--- config.mk ---
export PLATFORM = sky130hd
export DESIGN_NAME = msc_scanner
export DESIGN_NICKNAME = d
export VERILOG_FILES = /design/src/msc_pkg.sv /design/src/msc_scanner.sv
export VERILOG_INCLUDE_DIRS = /design/src
export SDC_FILE = /design/constraint.sdc
export NUM_CORES = 1
export LEC_CHECK = 0
export BUFFER_PORTS_ARGS = -buffer_cell sky130_fd_sc_hd__buf_2
export CORE_MARGIN = 4
export CORE_UTILIZATION = 53
export CTS_CLUSTER_DIAMETER = 40
export CTS_CLUSTER_SIZE = 40
export DETAILED_ROUTE_END_ITERATION = 8
export PLACE_DENSITY = 0.91
export SLEW_MARGIN = 20
export SYNTH_ARGS = -nofsm -noshare
export SYNTH_HDL_FRONTEND = slang
export SYNTH_SLANG_ARGS = --single-unit
--- constraint.sdc ---
create_clock -name core_clk -period 5.95 [get_ports core_clk]
set_input_delay 0.595 -clock core_clk [delete_from_list [all_inputs] [get_ports core_clk]]
set_output_delay 0.595 -clock core_clk [all_outputs]
set_load 0.01 [all_outputs]
--- src/msc_consts.svh ---
/*
  Register indices, field positions, reset values and cycle counts of the
  flash CRC memory scanner. Assumes it is included by bare name.
*/
`ifndef MSC_CONSTS_SVH
`define MSC_CONSTS_SVH

`define MSC_IDX_CONTROL_REG_FIRST 2'h0
`define MSC_IDX_CONTROL_REG_SECOND 2'h1
`define MSC_IDX_STATUS 2'h2

`define MSC_CONTROL_REG_FIRST_RESET_BIT 7
`define MSC_CONTROL_REG_FIRST_FAIL_INTERRUPT_ENABLE_BIT 1
`define MSC_CONTROL_REG_FIRST_EN_BIT 0
`define MSC_STATUS_OK_BIT 1
`define MSC_STATUS_BUSY_BIT 0

`define MSC_REGION_FLASH 2'h0
`define MSC_REGION_BOOTAPP 2'h1
`define MSC_REGION_BOOT 2'h2

`define MSC_CONTROL_REG_SECOND_RESET 2'h0
`define MSC_OK_RESET 1'h1
`define MSC_BUSY_RESET 1'h0

`define MSC_CRC_POLY 16'h1021
`define MSC_CRC_INIT 16'hFFFF
`define MSC_CRC_RESIDUE 16'h0000

`define MSC_START_DELAY 2'h3
`define MSC_FETCH_PERIOD 2'h3

`define MSC_RESP_OKAY 2'h0
`define MSC_RESP_SLVERR 2'h2

`endif

--- src/msc_pkg.sv ---
/*
  Types shared by the flash CRC memory scanner: debugger write port,
  flash read request and answer, scan engine states.
  Assumes a 16-bit byte address space on the flash side.
*/
package msc_pkg;

  typedef struct packed
  {
    logic valid;
    logic [1:0] idx;
    logic [7:0] data;
  } msc_dbg_wr_t;

  typedef struct packed
  {
    logic req;
    logic [14:0] word_addr;
  } msc_flash_req_t;

  typedef struct packed
  {
    logic valid;
    logic [15:0] data;
  } msc_flash_rsp_t;

  typedef enum logic [1:0] {ENG_IDLE, ENG_DELAY, ENG_RUN, ENG_WAIT} msc_eng_t;

endpackage

--- src/msc_scanner.sv ---
/*
  Flash CRC memory scanner: AXI4-Lite register slave, debugger port,
  CRC engine with priority flash read port and reset-time check.
  Assumes debugger, CPU, fuse and flash signals are on core_clk, the flash
  answers a request within two cycles and fuses are static.
  // How it works
  // crc-16 with polynomial x16+x12+x5+1 over the selected region
  // running checksum is preset to all ones before the first byte
  // bytes go in from address 0 upward, msb first
  // software stores checksum high byte second-to-last, low byte last
  // three regions, ends from fuse values times 256
  // match sets pass, mismatch shows fail and may raise nmi
  // nmi raised on failure and pass flag cleared then
  // debugger access suspends scanning, busy stays one
  // interrupted scan restarts from start on debug release
  // mirrored status readable by debugger, reading it releases scanner
  // debugger writing busy 0 aborts the check for good
  // debugger writing busy 1 runs one check after release
  // region select and nmi enable frozen while busy
  // debugger pass 0 raises nmi if enabled, then writes blocked
  // debugger pass 1 makes pass read one while idle
  // debugger control writes act like cpu writes
  // check starts three cycles after enable, cpu keeps running
  // failing reset-time scan keeps cpu held in reset
  // after reset-time scan enable reads 1, region shows checked one
  // priority flash access stalls cpu, one word every third cycle
  // scanning pauses while the cpu sleeps
  // region 0 whole flash, 1 boot plus code, 2 boot
  // pass is 1 at reset, cleared on enable, reads 0 while busy
  // nmi enable cleared only by system reset
  // region end addresses derived from static fuse inputs
  // flags update only after the last checksum byte is processed
*/
// Local design decisions: the register offsets and the AXI4-Lite interface to the registers.
`timescale 1ns/1ps
`include "msc_consts.svh"

module msc_scanner #(
  parameter int ADDR_W = 12,
  parameter logic [15:0] FLASH_LAST = 16'hFFFF
) (
  input wire core_clk,
  input wire reset,
  input wire [ADDR_W-1:0] s_axi_awaddr,
  input wire s_axi_awvalid,
  output logic s_axi_awready,
  input wire [31:0] s_axi_wdata,
  input wire [3:0] s_axi_wstrb,
  input wire s_axi_wvalid,
  output logic s_axi_wready,
  output logic [1:0] s_axi_bresp,
  output logic s_axi_bvalid,
  input wire s_axi_bready,
  input wire [ADDR_W-1:0] s_axi_araddr,
  input wire s_axi_arvalid,
  output logic s_axi_arready,
  output logic [31:0] s_axi_rdata,
  output logic [1:0] s_axi_rresp,
  output logic s_axi_rvalid,
  input wire s_axi_rready,
  input msc_pkg::msc_dbg_wr_t dbg_wr,
  output logic dbg_wr_ready,
  input wire dbg_access,
  input wire dbg_internal_access,
  input wire dbg_disconnect,
  input wire dbg_status_read,
  output logic [1:0] dbg_status_mirror,
  output msc_pkg::msc_flash_req_t flash_rd,
  input msc_pkg::msc_flash_rsp_t flash_rsp,
  input wire cpu_sleep,
  output logic cpu_stall,
  output logic cpu_reset_hold,
  output logic nmi_req,
  input wire [7:0] boot_region_end_fuse,
  input wire [7:0] code_region_end_fuse,
  input wire [1:0] reset_scan_region_fuse,
  input wire reset_scan_enable_fuse
);
  import msc_pkg::*;

  function automatic logic [15:0] crc_byte(input logic [15:0] c, input logic [7:0] d);
    logic [15:0] r;
    r = c;
    for (int i = 7; i >= 0; i--)
    begin
      if (r[15] ^ d[i])
        r = {r[14:0], 1'b0} ^ `MSC_CRC_POLY;
      else
        r = {r[14:0], 1'b0};
    end
    return r;
  endfunction

  // last byte address of a region; reserved code falls back to whole flash
  function automatic logic [15:0] region_last(input logic [1:0] sel);
    logic [15:0] r;
    r = FLASH_LAST;
    if (sel == `MSC_REGION_BOOTAPP)
      r = {code_region_end_fuse, 8'h00} - 16'h0001;
    else if (sel == `MSC_REGION_BOOT)
      r = {boot_region_end_fuse, 8'h00} - 16'h0001;
    return r;
  endfunction

  logic aw_full_q;
  logic w_full_q;
  logic [ADDR_W-1:0] aw_addr_q;
  logic [7:0] w_data_q;
  logic w_strb_q;
  logic bvalid_q;
  logic [1:0] bresp_q;
  logic rvalid_q;
  logic [31:0] rdata_q;
  logic [1:0] rresp_q;

  logic enable_q;
  logic fail_interrupt_enable_q;
  logic [1:0] region_select_q;
  logic busy_q;
  logic pass_q;
  logic nmi_q;
  logic srst_q;
  logic susp_q;
  logic init_arm_q;
  logic init_q;
  logic [1:0] mirror_q;

  msc_eng_t eng_q;
  logic [15:0] crc_q;
  logic [14:0] word_q;
  logic [1:0] dly_q;
  logic [1:0] gap_q;

  logic commit;
  logic aw_mapped;
  logic wr_go;
  logic wr_dbg;
  logic [1:0] wr_idx;
  logic [7:0] wr_data;
  logic wr_control_reg_first;
  logic wr_control_reg_second;
  logic wr_stat;
  logic start_sw;
  logic dbg_busy0;
  logic dbg_busy1;
  logic dbg_pass0;
  logic dbg_pass1;
  logic release_evt;
  logic resume;
  logic init_start;
  logic go;
  logic take_rsp;
  logic [15:0] crc_nx;
  logic last_word;
  logic [15:0] last_byte;
  logic scan_done;
  logic scan_fail;
  logic pass_rd;

  // write address and data are latched separately, in either order
  assign s_axi_awready = ~aw_full_q & ~bvalid_q;
  assign s_axi_wready = ~w_full_q & ~bvalid_q;
  assign commit = aw_full_q & w_full_q;
  assign aw_mapped = (aw_addr_q[ADDR_W-1:4] == '0) && (aw_addr_q[3:2] <= `MSC_IDX_STATUS);

  always_ff @(posedge core_clk)
  begin
    if (reset)
    begin
      aw_full_q <= 1'b0;
      aw_addr_q <= '0;
    end
    else if (s_axi_awvalid && s_axi_awready)
    begin
      aw_full_q <= 1'b1;
      aw_addr_q <= s_axi_awaddr;
    end
    else if (commit)
      aw_full_q <= 1'b0;
  end

  always_ff @(posedge core_clk)
  begin
    if (reset)
    begin
      w_full_q <= 1'b0;
      w_data_q <= 8'h00;
      w_strb_q <= 1'b0;
    end
    else if (s_axi_wvalid && s_axi_wready)
    begin
      w_full_q <= 1'b1;
      w_data_q <= s_axi_wdata[7:0];
      w_strb_q <= s_axi_wstrb[0];
    end
    else if (commit)
      w_full_q <= 1'b0;
  end

  always_ff @(posedge core_clk)
  begin
    if (reset)
    begin
      bvalid_q <= 1'b0;
      bresp_q <= `MSC_RESP_OKAY;
    end
    else if (commit)
    begin
      bvalid_q <= 1'b1;
      bresp_q <= aw_mapped ? `MSC_RESP_OKAY : `MSC_RESP_SLVERR;
    end
    else if (s_axi_bready)
      bvalid_q <= 1'b0;
  end

  assign s_axi_bvalid = bvalid_q;
  assign s_axi_bresp = bresp_q;

  // status is read-only from the cpu; only the debugger port writes it
  assign dbg_wr_ready = ~commit;
  assign wr_dbg = dbg_wr.valid & ~commit;
  assign wr_go = (commit & aw_mapped & w_strb_q & (aw_addr_q[3:2] != `MSC_IDX_STATUS)) | wr_dbg;
  assign wr_idx = commit ? aw_addr_q[3:2] : dbg_wr.idx;
  assign wr_data = commit ? w_data_q : dbg_wr.data;

  // once the nmi has fired every register write is dropped
  assign wr_control_reg_first = wr_go & ~nmi_q & (wr_idx == `MSC_IDX_CONTROL_REG_FIRST);
  assign wr_control_reg_second = wr_go & ~nmi_q & (wr_idx == `MSC_IDX_CONTROL_REG_SECOND);
  assign wr_stat = wr_dbg & ~nmi_q & (wr_idx == `MSC_IDX_STATUS);

  assign start_sw = wr_control_reg_first & wr_data[`MSC_CONTROL_REG_FIRST_EN_BIT] & ~busy_q;
  assign dbg_busy0 = wr_stat & ~wr_data[`MSC_STATUS_BUSY_BIT];
  assign dbg_busy1 = wr_stat & wr_data[`MSC_STATUS_BUSY_BIT];
  assign dbg_pass0 = wr_stat & ~wr_data[`MSC_STATUS_OK_BIT];
  assign dbg_pass1 = wr_stat & wr_data[`MSC_STATUS_OK_BIT];

  assign pass_rd = pass_q & ~busy_q;

  always_ff @(posedge core_clk)
  begin
    if (reset)
    begin
      rvalid_q <= 1'b0;
      rdata_q <= 32'h0000_0000;
      rresp_q <= `MSC_RESP_OKAY;
    end
    else if (s_axi_arvalid && s_axi_arready)
    begin
      rvalid_q <= 1'b1;
      rresp_q <= `MSC_RESP_OKAY;
      rdata_q <= 32'h0000_0000;
      if (s_axi_araddr[ADDR_W-1:4] != '0)
        rresp_q <= `MSC_RESP_SLVERR;
      else
      begin
        unique case (s_axi_araddr[3:2])
          `MSC_IDX_CONTROL_REG_FIRST: rdata_q[1:0] <= {fail_interrupt_enable_q, enable_q};
          `MSC_IDX_CONTROL_REG_SECOND: rdata_q[1:0] <= region_select_q;
          `MSC_IDX_STATUS: rdata_q[1:0] <= {pass_rd, busy_q};
          default: rresp_q <= `MSC_RESP_SLVERR;
        endcase
      end
    end
    else if (s_axi_rready)
      rvalid_q <= 1'b0;
  end

  assign s_axi_arready = ~rvalid_q;
  assign s_axi_rvalid = rvalid_q;
  assign s_axi_rdata = rdata_q;
  assign s_axi_rresp = rresp_q;

  // soft reset lands one cycle after the write; blocked while busy with nmi enabled
  always_ff @(posedge core_clk)
  begin
    if (reset)
      srst_q <= 1'b0;
    else
      srst_q <= wr_control_reg_first & wr_data[`MSC_CONTROL_REG_FIRST_RESET_BIT] & (~fail_interrupt_enable_q | ~busy_q);
  end

  always_ff @(posedge core_clk)
  begin
    if (reset)
      enable_q <= 1'b0;
    else if (srst_q)
      enable_q <= 1'b0;
    else if (init_start)
      enable_q <= 1'b1;
    else if (wr_control_reg_first)
      enable_q <= wr_data[`MSC_CONTROL_REG_FIRST_EN_BIT];
  end

  // only a system reset clears it; the soft reset leaves it alone
  always_ff @(posedge core_clk)
  begin
    if (reset)
      fail_interrupt_enable_q <= 1'b0;
    else if (wr_control_reg_first && !busy_q && wr_data[`MSC_CONTROL_REG_FIRST_FAIL_INTERRUPT_ENABLE_BIT])
      fail_interrupt_enable_q <= 1'b1;
  end

  always_ff @(posedge core_clk)
  begin
    if (reset)
      region_select_q <= `MSC_CONTROL_REG_SECOND_RESET;
    else if (srst_q)
      region_select_q <= `MSC_CONTROL_REG_SECOND_RESET;
    else if (init_start)
      region_select_q <= reset_scan_region_fuse;
    else if (wr_control_reg_second && !busy_q)
      region_select_q <= wr_data[1:0];
  end

  // fuses are sampled the cycle after reset release, never under reset
  assign init_start = init_arm_q & reset_scan_enable_fuse;

  always_ff @(posedge core_clk)
  begin
    if (reset)
    begin
      init_arm_q <= 1'b1;
      init_q <= 1'b0;
    end
    else
    begin
      init_arm_q <= 1'b0;
      if (init_start)
        init_q <= 1'b1;
      else if (scan_done && !scan_fail)
        init_q <= 1'b0;
    end
  end

  // a failed reset-time check holds the cpu until a later check passes
  assign cpu_reset_hold = init_arm_q | init_q;

  // debugger access wins over a release arriving in the same cycle
  assign release_evt = dbg_internal_access | dbg_disconnect | dbg_status_read;
  assign resume = susp_q & release_evt & ~dbg_access;

  always_ff @(posedge core_clk)
  begin
    if (reset)
      susp_q <= 1'b0;
    else if (dbg_access)
      susp_q <= 1'b1;
    else if (release_evt)
      susp_q <= 1'b0;
  end

  always_ff @(posedge core_clk)
  begin
    if (reset)
      busy_q <= `MSC_BUSY_RESET;
    else if (srst_q || dbg_busy0)
      busy_q <= 1'b0;
    else if (start_sw || dbg_busy1 || init_start)
      busy_q <= 1'b1;
    else if (scan_done)
      busy_q <= 1'b0;
  end

  always_ff @(posedge core_clk)
  begin
    if (reset)
      pass_q <= `MSC_OK_RESET;
    else if (srst_q)
      pass_q <= `MSC_OK_RESET;
    else if (scan_done)
      pass_q <= ~scan_fail;
    else if (start_sw || init_start || dbg_pass0)
      pass_q <= 1'b0;
    else if (dbg_pass1)
      pass_q <= 1'b1;
  end

  always_ff @(posedge core_clk)
  begin
    if (reset)
      nmi_q <= 1'b0;
    else if (fail_interrupt_enable_q && (scan_fail || dbg_pass0))
      nmi_q <= 1'b1;
  end

  assign nmi_req = nmi_q;

  // copies for the debugger's own space; reading them does not suspend
  always_ff @(posedge core_clk)
  begin
    if (reset)
      mirror_q <= {`MSC_OK_RESET, `MSC_BUSY_RESET};
    else
      mirror_q <= {pass_rd, busy_q};
  end

  assign dbg_status_mirror = mirror_q;

  // scanning only moves while busy, not suspended and the cpu is awake
  assign go = busy_q & ~susp_q & ~cpu_sleep & ~init_arm_q;
  // a word already in flight is kept through sleep; dropping it would leave the engine waiting forever
  assign take_rsp = (eng_q == ENG_WAIT) & flash_rsp.valid & busy_q & ~susp_q;
  assign crc_nx = crc_byte(crc_byte(crc_q, flash_rsp.data[7:0]), flash_rsp.data[15:8]);
  assign last_byte = region_last(region_select_q);
  assign last_word = (word_q == last_byte[15:1]);
  // appended big-endian checksum drives a matching crc to zero
  assign scan_done = take_rsp & last_word;
  assign scan_fail = scan_done & (crc_nx != `MSC_CRC_RESIDUE);

  always_ff @(posedge core_clk)
  begin
    if (reset)
    begin
      eng_q <= ENG_IDLE;
      crc_q <= `MSC_CRC_INIT;
      word_q <= '0;
      dly_q <= 2'h0;
    end
    else if (srst_q || dbg_busy0)
      eng_q <= ENG_IDLE;
    else if (start_sw || dbg_busy1 || init_start || (resume && busy_q))
    begin
      crc_q <= `MSC_CRC_INIT;
      word_q <= '0;
      dly_q <= `MSC_START_DELAY;
      eng_q <= start_sw ? ENG_DELAY : ENG_RUN;
    end
    else
    begin
      unique case (eng_q)
        ENG_IDLE: ;
        ENG_DELAY:
        begin
          if (!cpu_sleep)
          begin
            dly_q <= dly_q - 2'h1;
            if (dly_q == 2'h1)
              eng_q <= ENG_RUN;
          end
        end
        ENG_RUN:
        begin
          if (go && gap_q == 2'h0)
            eng_q <= ENG_WAIT;
        end
        ENG_WAIT:
        begin
          if (take_rsp)
          begin
            crc_q <= crc_nx;
            word_q <= word_q + 15'h0001;
            eng_q <= last_word ? ENG_IDLE : ENG_RUN;
          end
        end
      endcase
    end
  end

  // spacing between fetches; reaches zero three cycles after a request
  always_ff @(posedge core_clk)
  begin
    if (reset)
      gap_q <= 2'h0;
    else if (flash_rd.req)
      gap_q <= `MSC_FETCH_PERIOD - 2'h1;
    else if (go && gap_q != 2'h0)
      gap_q <= gap_q - 2'h1;
  end

  always_comb
  begin
    flash_rd.req = (eng_q == ENG_RUN) & go & (gap_q == 2'h0);
    flash_rd.word_addr = word_q;
  end

  // cpu waits while the scanner owns the flash; the start delay is not stalled
  assign cpu_stall = go & ((eng_q == ENG_RUN) | (eng_q == ENG_WAIT));

endmodule

==> qor_table.md, run 1 <==
| Parameter | Value | Unit |
|:---|:---|:---|
| FF+latch count, synth | 72 | - |
| Status | finished, final reports clean | - |
| Delay of the slowest critical-path stage | 0.84 | ns |
| Starting density of the core | 0.554 | - |
| Mean post-synth cell area | 8.26 | sq um |
| Boundary pin count | 182 | - |
| Worst Max-Slew Pin Slew | 0.966 | ns |
| Dominant delay contributor by cell family on the critical path | simple AND/OR/NAND/NOR gates | - |
| Top-area cell type share of the netlist area | 0.312 | - |
| Number of distinct library cell variants in the gate-level netlist after synthesis | 66 | - |
| Power density of the placed cells | 359 | nW/um^2 |
| Final Instance Area | 5290 | sq um |
| Number of port buffers | 108 | - |
| Slowest stage cell, crit path | nor2_1 | - |
| Count of nets after finishing | 787 | - |
| Global Route Usage Sum | 0.209 | - |
| Static leakage | 2.29 | nW |
| Worst setup skew after layout | 0.0115 | ns |
| Row Count | 33 | - |
| RSZ-0062 raised after global routing | false | - |
| Required arrival time at the worst endpoint | 6.19 | ns |
| Cell at the root of the clock tree | clkbuf_8 | - |
| Critical path data arrival time | 3.38 | ns |
| Total area of sequential cells | 1440 | sq um |
| TritonCTS clock tree | yes | - |
| Number of warnings reported in the yosys synthesis log | 0 | - |
| DR vias/cell | 5.61 | - |
| Worst-Skew Late Latency | 0.36 | ns |
| Max frequency | 318 | MHz |
| Critical Path End Type | flop | - |
| Total DRC errors in the routed layout | 0 | - |
| Share of the yosys chip area belonging to registers | 0.312 | - |
| Number of placed cells counting well taps | 754 | - |
| Clk sinks | 72 | - |
| Maximum vdd drop | 0.221 | mV |
| Synthesized cell area | 4620 | sq um |
| Max-cap violations | 0 | - |
| Number of hold-slack violations in the final timing report | 0 | - |
| CTS clock-pin slew for the worst setup and hold paths | 0.09 | ns |
| Finished Core Util | 0.635 | - |
| Detailed-routing iteration count for the pre-antenna-repair pass | 5 | - |
| Placed wire-length estimate | 8510 | microns |
| Area of the multi-input gates | 2900 | sq um |
| DRC marker count from the first detailed-route iteration | 218 | - |
| Most common flop cell mapped by yosys | dfxtp_1 | - |
| Smallest setup slack after layout | 2.81 | ns |
| Worst-path cell chain | and2_4 -> inv_4 -> mux2i_1 -> a21oi_1 -> nand2_1 -> nor2_1 -> and3_1 -> o21bai_1 | - |
| H-tree levels | 3 | - |
| Vertical die dimension | 101 | microns |
| Cell type contributing the most total cell area after synthesis | dfxtp_1 | - |
| Antenna cells | 0 | - |
| Synth Instances | 559 | - |
| Cell Count, Final, Fillers Out | 770 | - |
| Setup-failing EPs final | 0 | - |
| Cells resized by post-CTS repair | 0 | - |
| Chip width | 101 | microns |
| Largest net degree at the start of global routing | 50 | - |
| Leading post-synthesis cells by cell area | dfxtp_1, xnor2_1, buf_4 | - |
| Final global-route overflow total | 0 | - |
| Post-CTS Setup Inserts | 0 | - |
| Via total after detailed routing | 4,323 | - |
| Area growth from synthesis to final layout | 14.6 | % |
| CTS max path bufs | 2 | - |
| Relative max-transition margin | 0.338 | - |
| GPL Wtd Cong | 0.884 | - |
| Remaining antenna violation count after routing | 0 | - |
| Setup TNS after final layout | 0 | ns |
| Min Tclk post-route | 3.14 | ns |
| Initial antenna violation count | 0 | - |
| Count of hold-fix buffers inserted at cts | 0 | - |
| Number of max-slew violations in the final report | 0 | - |
| Proportion of register bits with asynchronous set or reset after synthesis | 0 | - |
| Startpoint types | flop | - |
| Worst setup timing slack at the placement stage | 2.87 | ns |
| Type of the most critical hold path | primary input to flop | - |
| Vias in the first global route | 4,068 | - |
| Cell area after placement | 5090 | sq um |
| Routed len/inst | 14.3 | microns |
| Number of flops mapped to enable cells by yosys | 0 | - |
| Fraction of final layout cells with drive strength greater than 1 | 0.221 | - |
| Share of the cycle needed by the critical path after routing | 0.528 | - |
| Total CTS buffers | 9 | - |
| Die outline area | 10,300 | sq um |
| WS Path Type | flop to flop | - |
| Total Wirelength | 11,000 | microns |
| First-pass GRT wire length | 17,800 | microns |
| Worst-path maximum fanout | 16 | - |
| Crit path buffers/inverters | 1 | - |
| Filler instances | 703 | - |
| Area of the core | 8340 | sq um |
==> cells in the final DEF, fill, tap and decap left out, types with 4 or more instances in the layout <==
| cell type | count |
|---|---|
| nor2_1 | 50 |
| or3_1 | 8 |
| a22oi_1 | 4 |
| and4_1 | 5 |
| inv_1 | 18 |
| nor4_1 | 10 |
| or4_1 | 5 |
| o21ai_0 | 12 |
| nand4_1 | 7 |
| nand2_1 | 53 |
| nand3_1 | 13 |
| mux2i_1 | 7 |
| nor2b_1 | 5 |
| clkbuf_8 | 9 |
| nor3_1 | 25 |
| a21o_1 | 4 |
| ha_1 | 8 |
| a21oi_1 | 43 |
| conb_1 | 32 |
| o21a_1 | 5 |
| o21bai_1 | 9 |
| and3_1 | 12 |
| a211oi_1 | 5 |
| dfxtp_1 | 72 |
| and2_1 | 4 |
| xor2_1 | 13 |
| nand2b_1 | 7 |
| buf_2 | 108 |
| xnor2_1 | 46 |
==> final cells by class <==
cell class | instances | area share
Multi-Input combinational cell | 450 | 0.548
Sequential cell | 72 | 0.272
Timing Repair Buffer | 108 | 0.102
Tap cell | 105 | 0.0248
Clock buffer | 9 | 0.0234
Clock inverter | 7 | 0.0149
Inverter | 19 | 0.0139
==> logic make-up after synthesis <==
kind of cell               count (synthesis)  share of synthesized area
other                                      1                   0.000812
adders and majority gates                  8                     0.0217
and+or+nand+nor                          219                      0.245
buffers and inverters                     68                     0.0843
DFF                                       72                      0.312
muxes                                     10                     0.0225
xor gates and xnor gates                  68                      0.151
AOI/OAI and AO/OA                        113                      0.162
==> sequential cells by signal (all words and copies together), names as in the netlist, 2 cells and up <==
register and cells:
word_q 15, gap_q 2, aw_addr_q 10, eng_q 2, dbg_status_mirror 2, dly_q 2
s_axi_rdata 2, crc_q 16, region_select_q 2, w_data_q 3
==> cell usage after synthesis, drive strengths merged, types with 2 or more instances <==
library cell and n:
dfxtp 72, nand2 53, nor2 50, xnor2 49, a21oi 44, buf 39, nor3 25, inv 19
xor2 14, nand3 13, o21ai 13, and3 12, nor4 11, clkbuf 10, o21bai 9, ha 8
or3 8, mux2i 7, nand2b 7, nand4 7, or4 6, a211oi 5, and2 5, and4 5
nor2b 5, o21a 5, a21o 4, a22oi 4, or2 4, xnor3 4, a211o 3, mux2 3
nand3b 3, nor3b 3, o211ai 3, o22ai 3, o31a 3, o31ai 3, a2111oi 2, a311oi 2
a31oi 2, o221ai 2
==> layer usage <==
layer | up-vias | GRT usage | routed length, microns
met2 | 169 | 0.365 | 5350
li1 | 2109 | - | -
met5 | - | 0 | 0
met3 | 28 | 0.0441 | 810
met4 | 0 | 0.0746 | 204
met1 | 2017 | 0.254 | 4670
==> worst paths after layout <==
check               start  slack, ns            to  cells past startpoint
max              w_full_q       2.81      crc_q[1]                      8
min          s_axi_rready       0.41  s_axi_rvalid                      2
min reg2reg      gap_q[1]       0.46      gap_q[1]                      2
max reg2reg      w_full_q       2.81      crc_q[1]                      8
==> metrics by stage <==
step / total power, mW / hold WS [ns]
detailed placement: 1.49 / 0.450
floorplan: 1.35 / 0.430
global route: 2.01 / 0.408
CTS: 1.90 / 0.408
finish: 1.90 / 0.414
global placement: 1.46 / 0.439
==> power by group <==
group | total, mW | internal [mW] | switching (mW)
Combinational | 0.908 | 0.440 | 0.468
Sequential | 0.591 | 0.540 | 0.0514
Clock | 0.402 | 0.197 | 0.205
Total | 1.90 | 1.18 | 0.724
Power figures use the tool's default switching activity.
==> run 2: changes to the inputs <==
CORE_UTILIZATION = 50   (was 53)
PLACE_DENSITY = 0.87   (was 0.91)
clock period = 3.2 ns   (was 5.95 ns; I/O delays follow)
==> run 2 against run 1 <==
  * Global-route usage decreased by 0.27 points
  * Critical path depth down 1
  * Maximum frequency up 11%
  * Sequential share of layout area fell by 0.34 points
  * Core utilization down 2.9 points
  * Hold slack got worse by 0.27 ns
  * Cell area grew 1.3%
  * Critical endpoint is now word_q[5]
  * Largest cell class unchanged
  * Largest power group unchanged
==> qor_table.md, run 2 (synthesis gave the netlist of run 1 again) <==
| Parameter | Value | Unit |
|:---|:---|:---|
| Setup TNS after final layout | 0 | ns |
| Commonest non-fill, non-tap cell in the layout | buf_2 | - |
| Worst-Skew Late Latency | 0.35 | ns |
| Total area of sequential cells | 1440 | sq um |
| Worst-path maximum fanout | 22 | - |
| End of the worst register-to-register path | word_q[5] | - |
| Number of flip-flops in the largest register | 16 | - |
| Cell area after placement | 5130 | sq um |
| Final Instance Area | 5360 | sq um |
| Status | finished, final reports clean | - |
| Post-Route Hold Slack | 0.144 | ns |
| Worst setup timing slack at the placement stage | 0.382 | ns |
| Switching pwr | 1.35 | mW |
| Share of the cycle needed by the critical path after routing | 0.883 | - |
| Starting density of the core | 0.522 | - |
| Via total after detailed routing | 4,288 | - |
| Remaining antenna violation count after routing | 0 | - |
| Routed len/inst | 14.5 | microns |
| Power density of the placed cells | 688 | nW/um^2 |
| CTS max path bufs | 2 | - |
| Die outline area | 10,800 | sq um |
| Filler instances | 786 | - |
| Area growth from synthesis to final layout | 16.1 | % |
| Share of power burned in combinational logic | 0.475 | - |
| Critical path data arrival time | 3.11 | ns |
| Worst setup skew after layout | 0.00975 | ns |
| Biggest regs | crc_q x16, word_q x15, aw_addr_q x10 | - |
| Total CTS buffers | 9 | - |
| Final global-route overflow total | 0 | - |
| DR vias/cell | 5.51 | - |
| CP Launch Point | aw_addr_q[7] | - |
| Total Power Consumption | 3.69 | mW |
| Internal portion of total power | 2.34 | mW |
| Placed wire-length estimate | 8810 | microns |
| Cell Count, Final, Fillers Out | 778 | - |
| Critical Path End | word_q[5] | - |
| RSZ-0062 raised after global routing | false | - |
| Clk sinks | 72 | - |
| Count of nets after finishing | 792 | - |
| Reg-to-reg startpoint | aw_addr_q[7] | - |
| Commonest cells after routing, fill and taps aside | buf_2, dfxtp_1, nand2_1 | - |
| Vias in the first global route | 4,229 | - |
| Min Tclk post-route | 2.83 | ns |
| Initial antenna violation count | 0 | - |
| Worst Max-Slew Pin Slew | 0.823 | ns |
| Max-cap violations | 0 | - |
| Static leakage | 2.33 | nW |
| Number of placed cells counting well taps | 762 | - |
| Row Count | 34 | - |
| Area of the core | 8850 | sq um |
| Max frequency | 354 | MHz |
| R2R cell count | 7 | - |
| WS Path Type | flop to flop | - |
| Required arrival time at the worst endpoint | 3.49 | ns |
| Relative max-transition margin | 0.437 | - |
| Smallest setup slack after layout | 0.373 | ns |
| Finished Core Util | 0.606 | - |
| Area of the multi-input gates | 2900 | sq um |
| Maximum vdd drop | 0.350 | mV |
| Number of hold-slack violations in the final timing report | 0 | - |
| Global Route Usage Sum | 0.206 | - |
| Detailed-routing iteration count for the pre-antenna-repair pass | 5 | - |
| First-pass GRT wire length | 19,000 | microns |
| Cell at the root of the clock tree | clkbuf_8 | - |
| GPL Wtd Cong | 0.875 | - |
| TritonCTS clock tree | yes | - |
| CTS clock-pin slew for the worst setup and hold paths | 0.08 | ns |
| Post-CTS Setup Inserts | 0 | - |
| Type of the most critical hold path | primary input to flop | - |
| Clock network fraction of design power | 0.227 | - |
| Total Wirelength | 11,300 | microns |
| H-tree levels | 3 | - |
| DRC marker count from the first detailed-route iteration | 162 | - |
| Setup-failing EPs final | 0 | - |
| Fraction of final layout cells with drive strength greater than 1 | 0.227 | - |
| Antenna cells | 0 | - |
| Cells resized by post-CTS repair | 0 | - |
| Proportion of total power due to net switching | 0.366 | - |
| Register with the most flip-flops | crc_q | - |
| Count of hold-fix buffers inserted at cts | 0 | - |
| Register-to-Register Setup Slack | 0.37 | ns |
| Share of total power in sequential cells | 0.297 | - |
| Number of port buffers | 108 | - |
| Startpoint types | flop | - |
| Boundary pin count | 182 | - |
| Chip width | 104 | microns |
| Number of max-slew violations in the final report | 0 | - |
| Largest net degree at the start of global routing | 50 | - |
| Critical Path End Type | flop | - |
| Total DRC errors in the routed layout | 0 | - |
| Vertical die dimension | 104 | microns |
-- run 2: cell count changes in the layout (fill, tap and decap cells not counted) --
cell,change
clkinv_4,-1
clkinv_2,+1
bufinv_16,+1
clkbuf_8,+1
buf_4,+5
clkinvlp_4,-2
-- run 2: power groups by stage --
stage	registers (mW)	clock network [mW]	logic, mW
final	1.10	0.839	1.75
after global placement	1.11	0	1.68
after floorplan	1.10	0	1.42
after CTS	1.10	0.847	1.75
after global routing	1.11	0.895	1.92
after detailed placement	1.12	0	1.73
-- run 2: metal layers --
layer | up-vias | GRT usage | wire length [microns] | share of wire
li1 | 2112 | - | - | -
met1 | 1982 | 0.249 | 4770 | 0.42
met2 | 175 | 0.364 | 5590 | 0.49
met3 | 19 | 0.0459 | 782 | 0.069
met4 | 0 | 0.0655 | 180 | 0.016
met5 | - | 0 | 0 | 0
-- run 2: worst min path at each step --
stage	to	cells past startpoint	startpoint	slack, ns
after floorplan	init_arm_q	0	reset	0.35
after global placement	gap_q[1]	2	gap_q[1]	0.44
after detailed placement	aw_addr_q[8]	2	aw_addr_q[8]	0.45
after CTS	s_axi_rvalid	2	s_axi_rready	0.14
after global routing	s_axi_rvalid	2	s_axi_rready	0.14
final	s_axi_rvalid	2	s_axi_rready	0.14
-- run 2: worst max-delay path: stages (launching register included) --
cell and delay [ns]:
dfxtp_1 0.32, nor4_1 0.33, nand4_1 0.24, o41ai_4 0.51, a21oi_2 0.28, or2_4 0.42, or4_1 0.51, a21oi_1 0.15
-- run 2: layout make-up --
type,count,area share
clock buffer,10,0.0257
clock inverter,6,0.0168
inverter,19,0.0138
multi-input combinational,450,0.542
sequential,72,0.269
tap,108,0.0252
timing repair buffer,113,0.108
==> run 3: changes to the inputs <==
GPL_TIMING_DRIVEN = 0   (was not set)
==> run 3 against run 2 <==
  * Sequential power barely moved
  * Critical path depth rose by 1
  * Highest routed layer unchanged
  * Critical endpoint is now crc_q[7]
  * Sequential cell count did not move
  * Via count rose by 4.2%
  * Worst setup slack better by 0.14 ns
  * Sequential share of layout area is 1.4 points lower
  * First-iteration DRC count grew 120%
  * Total power rose by 2.7%
  * Clock skew is 0.0035 ns lower
  * Hold slack worse by 0.016 ns
  * Clock-buffer cell count up 1
==> qor_table.md, run 3 (synthesis gave the netlist of run 1 again) <==
| Parameter | Value | Unit |
|:---|:---|:---|
| Status | finished, final reports clean | - |
| Largest net degree at the start of global routing | 13 | - |
| Cell at the root of the clock tree | clkbuf_8 | - |
| Placed wire-length estimate | 9540 | microns |
| Vertical die dimension | 104 | microns |
| Final global-route overflow total | 0 | - |
| Max-cap violations | 0 | - |
| Slowest stage cell, crit path | o41ai_4 | - |
| Worst-path maximum fanout | 10 | - |
| WS Path Type | flop to flop | - |
| Initial antenna violation count | 0 | - |
| Commonest cells after routing, fill and taps aside | buf_2, dfxtp_1, nand2_1 | - |
| Count of nets after finishing | 836 | - |
| Remaining antenna violation count after routing | 0 | - |
| Worst Max-Slew Pin Slew | 0.766 | ns |
| Min Tclk post-route | 2.69 | ns |
| Critical Path End Type | flop | - |
| Total CTS buffers | 9 | - |
| Area of the core | 8850 | sq um |
| First-pass GRT wire length | 20,100 | microns |
| DRC marker count from the first detailed-route iteration | 359 | - |
| Number of port buffers | 108 | - |
| Worst-path cell chain | nor4_1 -> nand4_1 -> o41ai_4 -> a21oi_2 -> nor2_1 -> clkbuf_1 -> nor2_1 -> o21bai_1 | - |
| Filler instances | 774 | - |
| Setup TNS after final layout | 0 | ns |
| Register-to-Register Setup Slack | 0.51 | ns |
| Vias in the first global route | 4,444 | - |
| Share of the cycle needed by the critical path after routing | 0.841 | - |
| TritonCTS clock tree | yes | - |
| Register with the most flip-flops | crc_q | - |
| Setup-failing EPs final | 0 | - |
| Via total after detailed routing | 4,469 | - |
| Number of max-slew violations in the final report | 0 | - |
| Relative max-transition margin | 0.476 | - |
| Starting density of the core | 0.522 | - |
| GPL Wtd Cong | 0.863 | - |
| DR vias/cell | 5.44 | - |
| Number of hold-slack violations in the final timing report | 0 | - |
| Global Route Usage Sum | 0.220 | - |
| Max frequency | 372 | MHz |
| Power density of the placed cells | 669 | nW/um^2 |
| Total Wirelength | 12,100 | microns |
| Row Count | 34 | - |
| Worst-Skew Late Latency | 0.35 | ns |
| H-tree levels | 3 | - |
| Chip width | 104 | microns |
| RSZ-0062 raised after global routing | false | - |
| Post-CTS Setup Inserts | 0 | - |
| Static leakage | 2.53 | nW |
| Clk sinks | 72 | - |
| Count of hold-fix buffers inserted at cts | 0 | - |
| Routed len/inst | 14.7 | microns |
| Worst setup skew after layout | 0.00622 | ns |
| Area growth from synthesis to final layout | 22.7 | % |
| Die outline area | 10,800 | sq um |
| Biggest regs | crc_q x16, word_q x15, aw_addr_q x10 | - |
| Critical path data arrival time | 2.97 | ns |
| Type of the most critical hold path | primary input to flop | - |
| Total Power Consumption | 3.79 | mW |
| Startpoint types | flop | - |
| Crit-path most repeated cell | nor2_1 | - |
| CTS max path bufs | 2 | - |
| Maximum vdd drop | 0.399 | mV |
| Commonest non-fill, non-tap cell in the layout | buf_2 | - |
| CTS clock-pin slew for the worst setup and hold paths | 0.07 | ns |
| Detailed-routing iteration count for the pre-antenna-repair pass | 6 | - |
| Boundary pin count | 182 | - |
| Number of flip-flops in the largest register | 16 | - |
| Fraction of final layout cells with drive strength greater than 1 | 0.256 | - |
| Total DRC errors in the routed layout | 0 | - |
| Delay of the slowest critical-path stage | 0.50 | ns |
| Cells resized by post-CTS repair | 0 | - |
| Antenna cells | 0 | - |
| Required arrival time at the worst endpoint | 3.48 | ns |
-- run 3: changes by cell type in the layout (fill, tap and decap cells not counted), sizes merged --
| cell | delta |
|---|---|
| inv | -2 |
| buf | +34 |
| bufinv | +1 |
| clkbuf | +11 |
-- run 3: layout make-up --
class | count | area [sq um] | area share
multi-input cells | 450 | 2900 | 0.513
repair buffers | 108 | 541 | 0.0954
well taps | 108 | 135 | 0.0239
plain buffers | 49 | 315 | 0.0557
clock inverters | 5 | 103 | 0.0181
clock buffers | 11 | 151 | 0.0267
flip-flops and latches | 72 | 1440 | 0.255
inverters | 19 | 73.8 | 0.0130
-- run 3: routing by layer --
layer,global-route usage,share of wire,vias up,wire (microns)
met5,0,0,-,0
met4,0.0826,0.020,0,244
met3,0.0534,0.080,22,966
met2,0.388,0.49,200,5880
met1,0.257,0.41,2040,4970
li1,-,-,2207,-
-- run 3: report_power, final --
part | internal (mW) | leakage (nW) | total (mW) | switching [mW]
sequential | 1.00 | 0.589 | 1.10 | 0.0916
clock | 0.559 | 0.126 | 0.904 | 0.345
combinational | 0.854 | 1.82 | 1.79 | 0.932
total | 2.42 | 2.53 | 3.79 | 1.37
-- run 3: through the flow --
stage | hold WS [ns] | std cells | util | instance area, sq um | setup WS (ns)
6_report | 0.128 | 822 | 0.640 | 5660 | 0.510
2_1_floorplan | 0.348 | 590 | - | 4730 | 0.945
3_5_place_dp | 0.451 | 806 | 0.611 | 5410 | 0.498
3_3_place_gp | 0.440 | 806 | 0.611 | 5410 | 0.597
5_1_grt | 0.120 | 822 | 0.640 | 5660 | 0.223
4_1_cts | 0.115 | 822 | 0.640 | 5660 | 0.500
-- run 3: worst max-delay path, delay by kind of cell (launching register included) --
kind / cells / cell delay, ns
AND/OR/NAND/NOR: 4 / 1.09
AO/OA/AOI/OAI: 3 / 0.80
buffers and inverters: 1 / 0.42
flip-flops: 1 / 0.32
-- run 3: final timing paths --
kind                      start       endpoint  cells past startpoint
setup reg to reg   aw_addr_q[7]       crc_q[7]                      8
hold / removal            reset     init_arm_q                      1
hold reg to reg   aw_addr_q[10]  aw_addr_q[10]                      2
setup / recovery   aw_addr_q[7]       crc_q[7]                      8
